<file path="src/rtc_pkg.sv">
// constants, state codes and register layout shared by both ends of the radio control link
// Functional notes
// - manual modulation select forces the chip source
// - manual chip value gives constant 0 or 1 chips
// - direction choice 0 receive, 1 transmit frequency
// - direction manual select overrides normal PLL frequency
// - test bits act only with power monitor enabled
// - calibration starts itself on leaving reset
// - host recalibrates at least every five minutes
// - start bit runs calibration, clears when done
// - six-bit tune value, reset 0x18, any value
// - listening raises frame start on detection
// - received frame complete raises frame done
// - relaxed host reads buffer after frame done
// - first byte readable after first byte time
// - reading past received data raises underrun
// - trigger pin or command starts transmission
// - host starts transmit only from synthesizer ready
// - transmission completion raises frame done
// - header generated internally before buffer is needed
// - settle plus header time before first buffer byte
// - buffer not filled in time raises underrun
`default_nettype none
package rtc_pkg;
  // ---------------------------------------------------------------
  // clock and timing
  // ---------------------------------------------------------------
  localparam int unsigned CLK_MHZ = 50;
  localparam int unsigned CAL_US = 25;
  localparam int unsigned CAL_CYC = CAL_US * CLK_MHZ;
  localparam int unsigned PLL_SETTLE_US = 16;
  localparam int unsigned SHR_US = 160;
  localparam int unsigned TX_LEAD_CYC = (PLL_SETTLE_US + SHR_US) * CLK_MHZ;
  localparam int unsigned BYTE_US = 32;
  localparam int unsigned BYTE_CYC = BYTE_US * CLK_MHZ;
  localparam int unsigned SPI_HALF = 8;
  // ---------------------------------------------------------------
  // serial command byte and device register offsets
  // ---------------------------------------------------------------
  localparam int CMD_WR_BIT = 7;
  localparam int CMD_FB_BIT = 6;
  localparam logic [5:0] ADR_STATE = 6'h02;
  localparam logic [5:0] ADR_CTRL0 = 6'h03;
  localparam logic [5:0] ADR_CTRL2 = 6'h0C;
  localparam logic [5:0] ADR_IRQ_MASK = 6'h0E;
  localparam logic [5:0] ADR_IRQ_STAT = 6'h0F;
  localparam logic [5:0] ADR_FILT = 6'h18;
  localparam logic [5:0] ADR_TST = 6'h3D;
  // ---------------------------------------------------------------
  // field positions and reset values
  // ---------------------------------------------------------------
  localparam int TST_FORCE = 7;
  localparam int TST_CHIP = 6;
  localparam int TST_TXRX = 5;
  localparam int TST_TXRX_SEL = 4;
  localparam logic [7:0] TST_RST = 8'h00;
  localparam int CAL_START_BIT = 7;
  localparam logic FILT_RSV_RST = 1'b1;
  localparam logic [5:0] TUNE_RST = 6'h18;
  localparam int CTRL0_PME_BIT = 4;
  localparam logic [7:0] CTRL0_RST = 8'h00;
  localparam logic [1:0] RATE_RST = 2'h0;
  localparam logic [7:0] IRQ_MASK_RST = 8'h00;
  localparam int IRQ_RX_START = 2;
  localparam int IRQ_FRAME_DONE = 3;
  localparam int IRQ_UNDERRUN = 6;
  // ---------------------------------------------------------------
  // state commands and state codes
  // ---------------------------------------------------------------
  localparam logic [4:0] CMD_TX_START = 5'h02;
  localparam logic [4:0] CMD_LISTEN = 5'h06;
  localparam logic [4:0] CMD_OFF = 5'h08;
  localparam logic [4:0] CMD_SYNTH = 5'h09;
  typedef enum logic [3:0] {
    RTC_OFF = 4'b0001,
    RTC_SYNTH = 4'b0010,
    RTC_LISTEN = 4'b0100,
    RTC_TX = 4'b1000
  } rtc_rstate_e;
  // ---------------------------------------------------------------
  // host wishbone register offsets
  // ---------------------------------------------------------------
  localparam logic [7:0] WB_XFER = 8'h00;
  localparam logic [7:0] WB_STAT = 8'h04;
  localparam logic [7:0] WB_TRIG = 8'h08;
endpackage
`default_nettype wire

</file>
<file path="src/rtc_link_if.sv">
// serial link, trigger pin and interrupt line between host and device
`timescale 1ns/1ps
`default_nettype none
interface rtc_link_if;
  logic sclk;
  logic mosi;
  logic cs_n;
  logic miso;
  logic miso_oe;
  logic sleep_transmit_trigger_pin;
  logic irq;
  // undriven data line reads low
  wire miso_line = miso_oe ? miso : 1'b0;
  modport dev (input sclk, input mosi, input cs_n, input sleep_transmit_trigger_pin,
               output miso, output miso_oe, output irq);
  modport host (output sclk, output mosi, output cs_n, output sleep_transmit_trigger_pin,
                input miso_line, input irq);
endinterface
`default_nettype wire

</file>
<file path="src/rtc_dev.sv">
// device end: registers, filter calibration, receive and transmit sequencing
`timescale 1ns/1ps
`default_nettype none
module rtc_dev #(
  parameter int unsigned FB_DEPTH = 64,
  parameter int unsigned TX_LEAD_CYCLES = rtc_pkg::TX_LEAD_CYC
) (
  input wire logic clk_i,
  input wire logic rst_i,
  rtc_link_if.dev link,
  input wire logic rx_start_i,
  input wire logic rx_byte_valid_i,
  input wire logic [7:0] rx_byte_i,
  input wire logic rx_end_i,
  output logic mod_override_o,
  output logic mod_chip_o,
  output logic pll_override_o,
  output logic pll_tx_o,
  output logic [5:0] filter_tune_o,
  output logic cal_active_o,
  output logic [7:0] tx_byte_o,
  output logic tx_byte_valid_o,
  output logic tx_active_o
);
  import rtc_pkg::*;
  localparam int AW = $clog2(FB_DEPTH);
  // ---------------------------------------------------------------
  // parameter checks
  // ---------------------------------------------------------------
  if (FB_DEPTH < 2 || FB_DEPTH > 64 || (1 << AW) != FB_DEPTH) begin : g_chk_fb
    $error("buffer depth must be a power of two up to 64");
  end
  if (TX_LEAD_CYCLES < 1 || TX_LEAD_CYCLES > 16383) begin : g_chk_lead
    $error("transmit lead time out of counter range");
  end
  typedef struct packed {
    rtc_rstate_e state;
    logic [7:0] ctrl0;
    logic [1:0] rate;
    logic [7:0] irq_mask;
    logic [7:0] irq_stat;
    logic filt_rsv;
    logic [5:0] tune;
    logic [10:0] cal_cnt;
    logic [7:0] tst;
    logic [FB_DEPTH-1:0][7:0] fb;
    logic [FB_DEPTH-1:0] fb_ok;
    logic rx_on;
    logic [AW:0] rx_cnt;
    logic [13:0] tx_cnt;
    logic [AW:0] tx_idx;
    logic [7:0] tx_byte;
    logic tx_v;
    logic tx_act;
    logic trg1, trg2, trg3;
    logic irq;
    logic mod_ovr, mod_chip, pll_ovr, pll_tx, cal_act;
  } rtc_dev_s;
  rtc_dev_s q, d;
  logic [7:0] spi_cmd, spi_wdata, rd_data, set, clr, eff_tst;
  logic spi_cmd_v, spi_wr_v, start_tx;
  logic [5:0] adr;
  logic [8:0] tx_len;
  // ---------------------------------------------------------------
  // serial access port
  // ---------------------------------------------------------------
  rtc_spi_slave u_spi (
    .clk_i(clk_i),
    .rst_i(rst_i),
    .sclk_i(link.sclk),
    .mosi_i(link.mosi),
    .cs_n_i(link.cs_n),
    .rd_data_i(rd_data),
    .cmd_o(spi_cmd),
    .cmd_valid_o(spi_cmd_v),
    .wdata_o(spi_wdata),
    .wr_valid_o(spi_wr_v),
    .miso_o(link.miso),
    .miso_oe_o(link.miso_oe)
  );
  // ---------------------------------------------------------------
  // next state of the whole device
  // ---------------------------------------------------------------
  always_comb begin
    d = q;
    set = 8'h00;
    clr = 8'h00;
    rd_data = 8'h00;
    start_tx = 1'b0;
    adr = spi_cmd[5:0];
    tx_len = {2'b00, q.fb[0][6:0]} + 9'h001;
    d.trg1 = link.sleep_transmit_trigger_pin;
    d.trg2 = q.trg1;
    d.trg3 = q.trg2;
    d.tx_v = 1'b0;
    // calibration countdown; start bit reads back as busy
    if (q.cal_cnt != 11'h000) begin
      d.cal_cnt = q.cal_cnt - 11'h001;
    end
    // read answer, computed from the command byte just received
    if (spi_cmd[CMD_FB_BIT]) begin
      rd_data = q.fb[adr[AW-1:0]];
    end else begin
      case (adr)
        ADR_STATE: begin
          unique case (q.state)
            RTC_OFF: rd_data = {3'h0, CMD_OFF};
            RTC_SYNTH: rd_data = {3'h0, CMD_SYNTH};
            RTC_LISTEN: rd_data = {3'h0, CMD_LISTEN};
            RTC_TX: rd_data = {3'h0, CMD_TX_START};
          endcase
        end
        ADR_CTRL0: rd_data = q.ctrl0;
        ADR_CTRL2: rd_data = {6'h00, q.rate};
        ADR_IRQ_MASK: rd_data = q.irq_mask;
        ADR_IRQ_STAT: rd_data = q.irq_stat;
        ADR_FILT: rd_data = {q.cal_cnt != 11'h000, q.filt_rsv, q.tune};
        ADR_TST: rd_data = q.tst;
        default: rd_data = 8'h00;
      endcase
    end
    // side effects of a read
    if (spi_cmd_v && !spi_cmd[CMD_WR_BIT]) begin
      if (!spi_cmd[CMD_FB_BIT] && adr == ADR_IRQ_STAT) begin
        clr = 8'hFF;
      end
      // reading ahead of the arriving frame gives stale data
      if (spi_cmd[CMD_FB_BIT] && q.rx_on && {1'b0, adr[AW-1:0]} >= q.rx_cnt) begin
        set[IRQ_UNDERRUN] = 1'b1;
      end
    end
    // receive path into the frame buffer
    if (q.state == RTC_LISTEN) begin
      if (rx_start_i) begin
        set[IRQ_RX_START] = 1'b1;
        d.rx_on = 1'b1;
        d.rx_cnt = '0;
        d.fb_ok = '0;
      end else if (q.rx_on && rx_byte_valid_i && !q.rx_cnt[AW]) begin
        d.fb[q.rx_cnt[AW-1:0]] = rx_byte_i;
        d.fb_ok[q.rx_cnt[AW-1:0]] = 1'b1;
        d.rx_cnt = q.rx_cnt + 1'b1;
      end else if (q.rx_on && rx_end_i) begin
        set[IRQ_FRAME_DONE] = 1'b1;
        d.rx_on = 1'b0;
      end
    end
    // transmit sequencer: lead time, then one byte per byte time
    if (q.state == RTC_TX) begin
      if (q.tx_cnt != 14'h0000) begin
        d.tx_cnt = q.tx_cnt - 14'h0001;
      end else if (q.tx_idx[AW] || {{(8 - AW){1'b0}}, q.tx_idx} >= tx_len) begin
        set[IRQ_FRAME_DONE] = 1'b1;
        d.state = RTC_SYNTH;
        d.fb_ok = '0;
      end else if (!q.fb_ok[q.tx_idx[AW-1:0]]) begin
        // host did not fill the buffer in time
        set[IRQ_UNDERRUN] = 1'b1;
        d.state = RTC_SYNTH;
        d.fb_ok = '0;
      end else begin
        d.tx_byte = q.fb[q.tx_idx[AW-1:0]];
        d.tx_v = 1'b1;
        d.tx_idx = q.tx_idx + 1'b1;
        d.tx_cnt = 14'(BYTE_CYC >> q.rate) - 14'h0001;
      end
    end
    // register and buffer writes
    if (spi_wr_v && spi_cmd[CMD_WR_BIT]) begin
      if (spi_cmd[CMD_FB_BIT]) begin
        d.fb[adr[AW-1:0]] = spi_wdata;
        d.fb_ok[adr[AW-1:0]] = 1'b1;
      end else begin
        case (adr)
          ADR_STATE: begin
            if (spi_wdata[4:0] == CMD_TX_START && q.state == RTC_SYNTH) begin
              start_tx = 1'b1;
            end else if (spi_wdata[4:0] == CMD_OFF) begin
              d.state = RTC_OFF;
              d.rx_on = 1'b0;
            end else if (spi_wdata[4:0] == CMD_SYNTH && q.state != RTC_TX) begin
              d.state = RTC_SYNTH;
              d.rx_on = 1'b0;
            end else if (spi_wdata[4:0] == CMD_LISTEN && q.state != RTC_TX) begin
              d.state = RTC_LISTEN;
            end
          end
          ADR_CTRL0: d.ctrl0 = spi_wdata;
          ADR_CTRL2: d.rate = spi_wdata[1:0];
          ADR_IRQ_MASK: d.irq_mask = spi_wdata;
          ADR_FILT: begin
            d.filt_rsv = spi_wdata[6];
            d.tune = spi_wdata[5:0];
            if (spi_wdata[CAL_START_BIT]) begin
              d.cal_cnt = 11'(CAL_CYC);
            end
          end
          ADR_TST: d.tst = spi_wdata;
          default: d.tst = q.tst;
        endcase
      end
    end
    // trigger pin edge starts a transmission like the command
    if (q.trg2 && !q.trg3 && q.state == RTC_SYNTH) begin
      start_tx = 1'b1;
    end
    if (start_tx) begin
      d.state = RTC_TX;
      d.tx_cnt = 14'(TX_LEAD_CYCLES);
      d.tx_idx = '0;
      d.rx_on = 1'b0;
    end
    // a new event wins over a clear in the same cycle
    d.irq_stat = (q.irq_stat & ~clr) | set;
    d.irq = |(d.irq_stat & d.irq_mask);
    // test overrides fall back to reset values without the power monitor
    eff_tst = d.ctrl0[CTRL0_PME_BIT] ? d.tst : TST_RST;
    d.mod_ovr = eff_tst[TST_FORCE];
    d.mod_chip = eff_tst[TST_FORCE] & eff_tst[TST_CHIP];
    d.pll_ovr = eff_tst[TST_TXRX_SEL];
    d.pll_tx = eff_tst[TST_TXRX_SEL] ? eff_tst[TST_TXRX] : (d.state == RTC_TX);
    d.cal_act = d.cal_cnt != 11'h000;
    d.tx_act = d.state == RTC_TX;
  end
  // ---------------------------------------------------------------
  // state register; reset enters radio off with calibration running
  // ---------------------------------------------------------------
  always_ff @(posedge clk_i or posedge rst_i) begin
    if (rst_i) begin
      q <= '0;
      q.state <= RTC_OFF;
      q.ctrl0 <= CTRL0_RST;
      q.rate <= RATE_RST;
      q.irq_mask <= IRQ_MASK_RST;
      q.filt_rsv <= FILT_RSV_RST;
      q.tune <= TUNE_RST;
      q.cal_cnt <= 11'(CAL_CYC);
      q.cal_act <= 1'b1;
      q.tst <= TST_RST;
    end else begin
      q <= d;
    end
  end
  assign link.irq = q.irq;
  assign mod_override_o = q.mod_ovr;
  assign mod_chip_o = q.mod_chip;
  assign pll_override_o = q.pll_ovr;
  assign pll_tx_o = q.pll_tx;
  assign filter_tune_o = q.tune;
  assign cal_active_o = q.cal_act;
  assign tx_byte_o = q.tx_byte;
  assign tx_byte_valid_o = q.tx_v;
  assign tx_active_o = q.tx_act;
endmodule
`default_nettype wire

</file>
<file path="src/rtc_spi_slave.sv">
// serial slave: oversampled clock, command byte then data byte
`timescale 1ns/1ps
`default_nettype none
module rtc_spi_slave (
  input wire logic clk_i,
  input wire logic rst_i,
  input wire logic sclk_i,
  input wire logic mosi_i,
  input wire logic cs_n_i,
  input wire logic [7:0] rd_data_i,
  output logic [7:0] cmd_o,
  output logic cmd_valid_o,
  output logic [7:0] wdata_o,
  output logic wr_valid_o,
  output logic miso_o,
  output logic miso_oe_o
);
  import rtc_pkg::*;
  typedef struct packed {
    logic sck1, sck2, sck3;
    logic mo1, mo2;
    logic cs1, cs2;
    logic [4:0] cnt;
    logic [7:0] sh;
    logic [7:0] cmd;
    logic cmd_v;
    logic [7:0] wdata;
    logic wr_v;
    logic [7:0] tx;
    logic miso;
    logic oe;
  } rtc_spis_s;
  rtc_spis_s q, d;
  logic rise, fall;
  // ---------------------------------------------------------------
  // mode 0 shifting on the sampled serial clock
  // ---------------------------------------------------------------
  always_comb begin
    d = q;
    rise = q.sck2 & ~q.sck3;
    fall = ~q.sck2 & q.sck3;
    d.sck1 = sclk_i;
    d.sck2 = q.sck1;
    d.sck3 = q.sck2;
    d.mo1 = mosi_i;
    d.mo2 = q.mo1;
    d.cs1 = cs_n_i;
    d.cs2 = q.cs1;
    d.cmd_v = 1'b0;
    d.wr_v = 1'b0;
    d.oe = ~q.cs2;
    if (q.cs2) begin
      d.cnt = 5'h00;
      d.miso = 1'b0;
    end else begin
      if (rise) begin
        d.sh = {q.sh[6:0], q.mo2};
        d.cnt = q.cnt + 5'h01;
        if (q.cnt == 5'h07) begin
          d.cmd = {q.sh[6:0], q.mo2};
          d.cmd_v = 1'b1;
        end
        if (q.cnt == 5'h0F) begin
          d.wdata = {q.sh[6:0], q.mo2};
          d.wr_v = 1'b1;
        end
      end
      // answer byte is loaded well before the eighth falling edge
      if (q.cmd_v) begin
        d.tx = rd_data_i;
      end
      if (fall && q.cnt >= 5'h08) begin
        d.miso = q.tx[7];
        d.tx = {q.tx[6:0], 1'b0};
      end
    end
  end
  always_ff @(posedge clk_i or posedge rst_i) begin
    if (rst_i) begin
      q <= '0;
      q.cs1 <= 1'b1;
      q.cs2 <= 1'b1;
    end else begin
      q <= d;
    end
  end
  assign cmd_o = q.cmd;
  assign cmd_valid_o = q.cmd_v;
  assign wdata_o = q.wdata;
  assign wr_valid_o = q.wr_v;
  assign miso_o = q.miso;
  assign miso_oe_o = q.oe;
endmodule
`default_nettype wire

</file>
<file path="src/flat_wrapper.sv">
// flat-port wrapper written by rule: the top's interface ports become plain ports
module rtc_dev_flat import rtc_pkg::*;
#(
  parameter int unsigned FB_DEPTH = 64,
  parameter int unsigned TX_LEAD_CYCLES = rtc_pkg::TX_LEAD_CYC
)
  (clk_i, rst_i, rx_start_i, rx_byte_valid_i, rx_byte_i, rx_end_i, mod_override_o, mod_chip_o, pll_override_o, pll_tx_o, filter_tune_o, cal_active_o, tx_byte_o, tx_byte_valid_o, tx_active_o, link_sclk, link_mosi, link_cs_n, link_sleep_transmit_trigger_pin, link_miso, link_miso_oe, link_irq);
  rtc_link_if link_i ();
  input wire logic clk_i;
  input wire logic rst_i;
  input wire logic rx_start_i;
  input wire logic rx_byte_valid_i;
  input wire logic [7:0] rx_byte_i;
  input wire logic rx_end_i;
  output logic mod_override_o;
  output logic mod_chip_o;
  output logic pll_override_o;
  output logic pll_tx_o;
  output logic [5:0] filter_tune_o;
  output logic cal_active_o;
  output logic [7:0] tx_byte_o;
  output logic tx_byte_valid_o;
  output logic tx_active_o;
  input wire logic [$bits(link_i.sclk)-1:0] link_sclk;
  input wire logic [$bits(link_i.mosi)-1:0] link_mosi;
  input wire logic [$bits(link_i.cs_n)-1:0] link_cs_n;
  input wire logic [$bits(link_i.sleep_transmit_trigger_pin)-1:0] link_sleep_transmit_trigger_pin;
  output wire logic [$bits(link_i.miso)-1:0] link_miso;
  output wire logic [$bits(link_i.miso_oe)-1:0] link_miso_oe;
  output wire logic [$bits(link_i.irq)-1:0] link_irq;
  assign link_i.sclk = link_sclk;
  assign link_i.mosi = link_mosi;
  assign link_i.cs_n = link_cs_n;
  assign link_i.sleep_transmit_trigger_pin = link_sleep_transmit_trigger_pin;
  assign link_miso = link_i.miso;
  assign link_miso_oe = link_i.miso_oe;
  assign link_irq = link_i.irq;
  rtc_dev #(.FB_DEPTH(FB_DEPTH), .TX_LEAD_CYCLES(TX_LEAD_CYCLES)) u_core (.clk_i(clk_i), .rst_i(rst_i), .link(link_i), .rx_start_i(rx_start_i), .rx_byte_valid_i(rx_byte_valid_i), .rx_byte_i(rx_byte_i), .rx_end_i(rx_end_i), .mod_override_o(mod_override_o), .mod_chip_o(mod_chip_o), .pll_override_o(pll_override_o), .pll_tx_o(pll_tx_o), .filter_tune_o(filter_tune_o), .cal_active_o(cal_active_o), .tx_byte_o(tx_byte_o), .tx_byte_valid_o(tx_byte_valid_o), .tx_active_o(tx_active_o));
endmodule
</file>
<file path="config.mk">
export PLATFORM = sky130hd
export DESIGN_NAME = rtc_dev_flat
export DESIGN_NICKNAME = d
export VERILOG_FILES = /design/src/rtc_pkg.sv /design/src/rtc_link_if.sv /design/src/rtc_dev.sv /design/src/rtc_spi_slave.sv /design/src/flat_wrapper.sv
export SDC_FILE = /design/constraint.sdc
export NUM_CORES = 2
export LEC_CHECK = 0
export ABC_CLOCK_PERIOD_IN_PS = 25900
export BUFFER_PORTS_ARGS = -buffer_cell sky130_fd_sc_hd__buf_4
export CORE_UTILIZATION = 34
export DETAILED_ROUTE_END_ITERATION = 16
export PLACE_DENSITY = 0.6
export SETUP_SLACK_MARGIN = 0.05
export SLEW_MARGIN = 0
export SYNTH_ARGS = -nofsm -noshare
export SYNTH_HDL_FRONTEND = slang
export SYNTH_SLANG_ARGS = --single-unit
export TNS_END_PERCENT = 50
</file>
<file path="constraint.sdc">
create_clock -name clk_i -period 25.9 [get_ports clk_i]
set_clock_uncertainty 0.2 [all_clocks]
set_input_delay 1.295 -clock clk_i [delete_from_list [all_inputs] [get_ports clk_i]]
set_output_delay 1.295 -clock clk_i [all_outputs]
set_load 0.02 [all_outputs]
</file>
Word level (Yosys, flattened, before mapping)
Cells that the tools add are included.

word-level totals
  register bits after elaboration = 728
  input bits = 17
  output and inout bits = 24
  logic and storage cells = 298

cells by class
  $add $sub $neg = 7
  magnitude comparators = 8
  eq/ne operators = 22
  shift operators = 1
  mux-type cells = 95
  bitwise operators = 15
  reduce and logical (&&, ||, !) cells = 43

operators by type and width
  cell                     number
  $mux W576                2
  $bwmux W512              2
  $mux W596                1
  $mux W584                1
  $mux W512                1
  $mux W64                 4
  $or A64 B64 Y64          2
  $bmux W8 S6              2
  $demux W8 S6             2
  $mux W8                  12
  $mux W30                 3
  $mux W72                 1
  $pmux W8 S7              1
  $mux W22                 2
  $mux W4                  10
  $mux W11                 3
  $pmux W8 S4              1
  $mux W1                  31
  $mux W31                 1
  $sub A14 B1 Y14 const B  2
  $mux W9                  3
  $reduce_bool A11 Y1      2
  $lt A6 B7 Y1 const B     3
  $mux W21                 1
  other kinds (47)         98

Longest topological paths before layout
  depth in word-level cells = 17
  gate-level depth with buffers = 14

By module
Synthesis repeated with hierarchy kept, for this count alone.

second synthesis, totals
  cells, all modules = 4188
  area, all modules = 42031.6 µm²

by module, submodules not included
  module         times used  cells an instance  area an instance (µm²)  sequential area each (µm²)
  rtc_dev        1           4014               39922.0                 17028.8
  rtc_spi_slave  1           174                2109.5                  1178.6

Worst setup path before layout
Ideal clock, no wire load.

  path type = register to register
  start = register u_core.q[19] (netlist name)
  end = register u_core.q[38] (netlist name)
  setup time = 0.124 ns
  data arrival time = 3.334 ns
  data required time = 25.576 ns
  slack = 22.242 ns
  cell stages (with the launch flop) = 14
  buffers on the path = 3
  period minus slack after synthesis = 3.658 ns
  cells stage by stage = dfrtp_1 > buf_4 > buf_6 > buf_2 > inv_1 > ha_1 > nand2b_1 > a2111oi_0 > o21ai_0 > a21oi_1 > nand3_1 > a21oi_2 > nor2_1 > a211o_1

on the way
  longest elaborated chain between the ends = 4
  elaborated cells between the ends (all ways) = 7
  classes of those cells = 1 x order compare; 1 x eq/ne; 2 x mux; 3 x reduce/logical

ends and longest elaborated chain
  item                                                                        RTL line                        text
  start, declared                                                             rtc_dev.sv:59                   rtc_dev_s q, d;
  $bmux W1 S6 / $ge A7 B9 Y1 (equally long branches)                          rtc_dev.sv:156, rtc_dev.sv:152
  $mux W1 (implied by the code) / $logic_or A1 B1 Y1 (equally long branches)  rtc_dev.sv:156, rtc_dev.sv:152
  $reduce_bool A3 Y1 (no source line) / $ne A3 B1 Y1 (equally long branches)  --
  $reduce_and A3 Y1 (no source line) (*)                                      --

Mark *: on every way between the ends. The rest lies on a longest branch, timed or not. The select of a mux whose other input is x is not followed.
A chain may end at the register's enable or synchronous reset.

==> flow_summary.yaml <==
status:
  status: "completed"
worst_setup_path:
  critPathLaunchType: "register"
  reg2regPathDepth: 10
  endpoint_kind: "register"
  cpMostUsedCell: "buf_4"
  worstReg2RegEnd: "u_core.q[63]"
  cp_max_fo: 64
  path_cells: "buf_4 > buf_4 > mux4_2 > a22o_1 > a41oi_1 > nand4_1 > a31oi_4 > buf_4 > a21oi_1 > or2_2"
  cpPeakStageDelay_ns: 0.88
  r2r_start: "u_core.q[19]"
  cp.arrival_ns: 5.97
  slowest_stage: "dfrtp_4"
  cp.required_ns: 26.23
  path_class: "reg -> reg"
  worst-r2r-setup-slack_ns: 20.26
run:
  maxCapViolCount: 0
timing:
  hold_viol: 0
  worstMarginPinSlew_ns: 1.35
  fin_tns_setup_ns: 0
  drv_slew: 0
  fin_crit_ns: 5.64
  max_freq_ghz: 0.177
  slew-limit-headroom_pct: 8.84
  setup_violations: 0
  rsz0062_at_grt: "no"
  finalCritPeriodShare_pct: 21.8
pwr:
  switching_share_pct: 23.0
  p_clk_share_pct: 50.1
  cellPowerDensity_nw_per_um2: 52.0
  intPower_w: 0.00185
  p_comb_share_pct: 2.2
  p_switching_w: 0.000554
  static-leakage-power_nw: 18.6
  ir_worst_vdd_mv: 0.0499
  p_seq_share_pct: 47.6
worst_hold_path:
  hold_depth: 0
  hold_path.class: "reg -> reg"
  hold_start: "u_core.d[7]"
  hold_end: "u_core.d[6]"
floorplanning:
  core_area_sq_um: 122000
  dieArea_sq_um: 125000
  rows: 128
  chipHeight_um: 354
  die_w_um: 354
  io_pins: 41
  initial_core_util_pct: 34.4
cts:
  clock_path_buffers: 3
  ctsHoldBuffers: 0
  htreeDepth: 3
  clk-insertion-delay-late_ns: 0.67
  clockRootBuffer: "clkbuf_16"
  cts_tree: "yes"
  clkTransAtPathRegs_ns: 0.06
  numCtsBuffers: 82
  clkSinkCount: 727
  cts_resized: 0
  postCtsSetupBuffers: 0
placement:
  postPlaceCellArea_sq_um: 43500
  gpl.final_weighted_congestion: 0.968
  port_buffers: 40
  dp_hpwl_um: 104000
synthesis:
  avgSynthCellArea_sq_um: 10.2
  synth_area_leader_cell: "dfrtp_1"
  synth_edf_count: 0
  yosys-top-cells-area: "dfrtp_1, mux2i_1, mux4_2, a21oi_1, nor2_1"
  yosysUniqueCellTypes: 86
  synth_area_sq_um: 42000
  ys_seq_area_share_pct: 43.3
  synthArstFlopShare_pct: 100
  yosysTopAreaCellShare_pct: 42.6
  synth_flop_cell: "dfrtp_1"
  yosys_warnings: 0
  synth_fp_nets: 4161
  synth_seq_cells: 727
  synthCells: 4118
cells_and_area:
  layout_commonest_cell: "dfrtp_1"
  drive_gt1_share_pct: 14.4
  final_cell_mix: "dfrtp_1, mux2i_1, nor2_1"
  fin_area_sq_um: 46300
  diodes: 0
  area_delta_synth_final_pct: 10.1
  nets: 3992
global_route:
  grt_pass1_vias: 33013
  track_usage_pct: 25.2
  grt_max_degree: 177
  antenna_found_initial: 6
  grt_pass1_wl_um: 237000
  overflow: 0
routing:
  drtPass1Iterations: 6
  totalWireLength_um: 163000
  wl_per_cell_um: 28.9
  dr.first_iter.drc_count: 5611
  via_per_inst: 6.29
  vias: 35456
  ant_nets: 0
  drc: 0
Yosys cell counts, types with 7 or more instances:
cell type    n
xnor2_1     16
nand2_2      9
nor2b_1     18
xor2_1      11
dfrtp_1    715
nand3_1     52
a21oi_1    338
nand4_1     26
nor3_1      34
a22o_1      46
nand2b_1    10
and3_1      19
clkbuf_1   288
a22oi_1    189
buf_4       20
nand3b_1     7
dfstp_2     12
o22ai_1     82
nor4_1      11
o21ai_0    265
nand2_1    391
inv_1       26
mux4_2     175
ha_1        26
and2_1      11
nor2_4      16
or3_1        7
a31oi_1     41
a221oi_1    45
mux2_2      62
buf_2       40
mux2i_1    547
a211oi_1    10
o31ai_1      8
a21o_1       9
buf_1       19
nor2_1     404
state kept, by name, indices dropped and copies added, names as in the netlist, named ones only:
signal	cells
u_core.u_spi.wdata_o	8
u_core.cal_active_o	1
u_core.u_spi.miso_oe_o	1
u_core.tx_byte_valid_o	1
u_core.tx_byte_o	8
u_core.u_spi.cmd_valid_o	1
u_core.filter_tune_o	6
u_core.q	652
u_core.mod_override_o	1
u_core.link.irq	1
u_core.tx_active_o	1
u_core.d	2
u_core.pll_override_o	1
u_core.u_spi.cmd_o	8
u_core.u_spi.miso_o	1
u_core.u_spi.d	4
u_core.pll_tx_o	1
u_core.mod_chip_o	1
u_core.u_spi.wr_valid_o	1
u_core.u_spi.q	23
critical path: cells and delay by family, from the launching register on:
| kind | cells | cell delay [ns] |
|---|---|---|
| AOI/OAI and AO/OA | 4 | 0.86 |
| buffers and inverters | 3 | 2.16 |
| DFF | 1 | 0.88 |
| muxes | 1 | 0.63 |
| and+or+nand+nor | 2 | 0.73 |
through the flow:
stage	std cells	utilization, %	total power, W	setup WS (ns)	hold WS [ns]
5_1_grt	5638	37.9	0.00247	19.96	0.155
2_1_floorplan	4118	-	0.00120	4.03	0.131
6_report	5638	37.9	0.00241	20.26	0.148
3_3_place_gp	5490	35.6	0.00122	20.35	0.136
4_1_cts	5638	37.9	0.00242	20.27	0.150
3_5_place_dp	5490	35.6	0.00122	20.27	0.136
how the worst max path moves through the flow:
stage / start / to / slack, ns / cells past startpoint
3_5_place_dp: u_core.q[19] / u_core.q[63] / 20.27 / 10
3_3_place_gp: u_core.q[19] / u_core.q[63] / 20.35 / 10
2_1_floorplan: rst_i / asynchronous set/reset pin / 4.03 / 1
4_1_cts: u_core.q[19] / u_core.q[63] / 20.27 / 10
5_1_grt: u_core.q[19] / u_core.q[63] / 19.96 / 10
6_report: u_core.q[19] / u_core.q[63] / 20.26 / 10
layout make-up:
| type | instances | area, sq um |
|---|---|---|
| tap | 1625 | 2030 |
| multi-input combinational | 2988 | 22200 |
| fill | 11945 | 75900 |
| timing repair buffer | 119 | 918 |
| clock inverter | 25 | 320 |
| clock buffer | 123 | 2410 |
| sequential | 727 | 18200 |
| inverter | 31 | 124 |
power by group through the flow:
stage	Sequential, W	Combinational [W]	Clock [W]
2_1_floorplan	0.00117	0.0000346	0
3_3_place_gp	0.00117	0.0000538	0
3_5_place_dp	0.00117	0.0000544	0
4_1_cts	0.00115	0.0000544	0.00122
5_1_grt	0.00115	0.0000586	0.00126
6_report	0.00115	0.0000532	0.00121
metal layers:
| layer | part of all wire (%) | track usage (%) | routed length [um] | vias up |
|---|---|---|---|---|
| li1 | - | - | - | 14849 |
| met1 | 39 | 33.8 | 63700 | 17604 |
| met2 | 44 | 37.5 | 71300 | 2510 |
| met3 | 12 | 6.61 | 19100 | 481 |
| met4 | 5.3 | 12.5 | 8550 | 12 |
| met5 | 0.050 | 0 | 82 | - |
logic make-up after synthesis:
family	Yosys count	synth area share [%]
muxes	784	24.1
adders and majority gates	26	0.774
AOI/OAI and AO/OA	1089	16.0
DFF	727	43.3
buffers and inverters	403	3.99
xor gates and xnor gates	27	0.563
and+or+nand+nor	1062	11.3
Note: power is estimated with default switching activity, not from simulation.
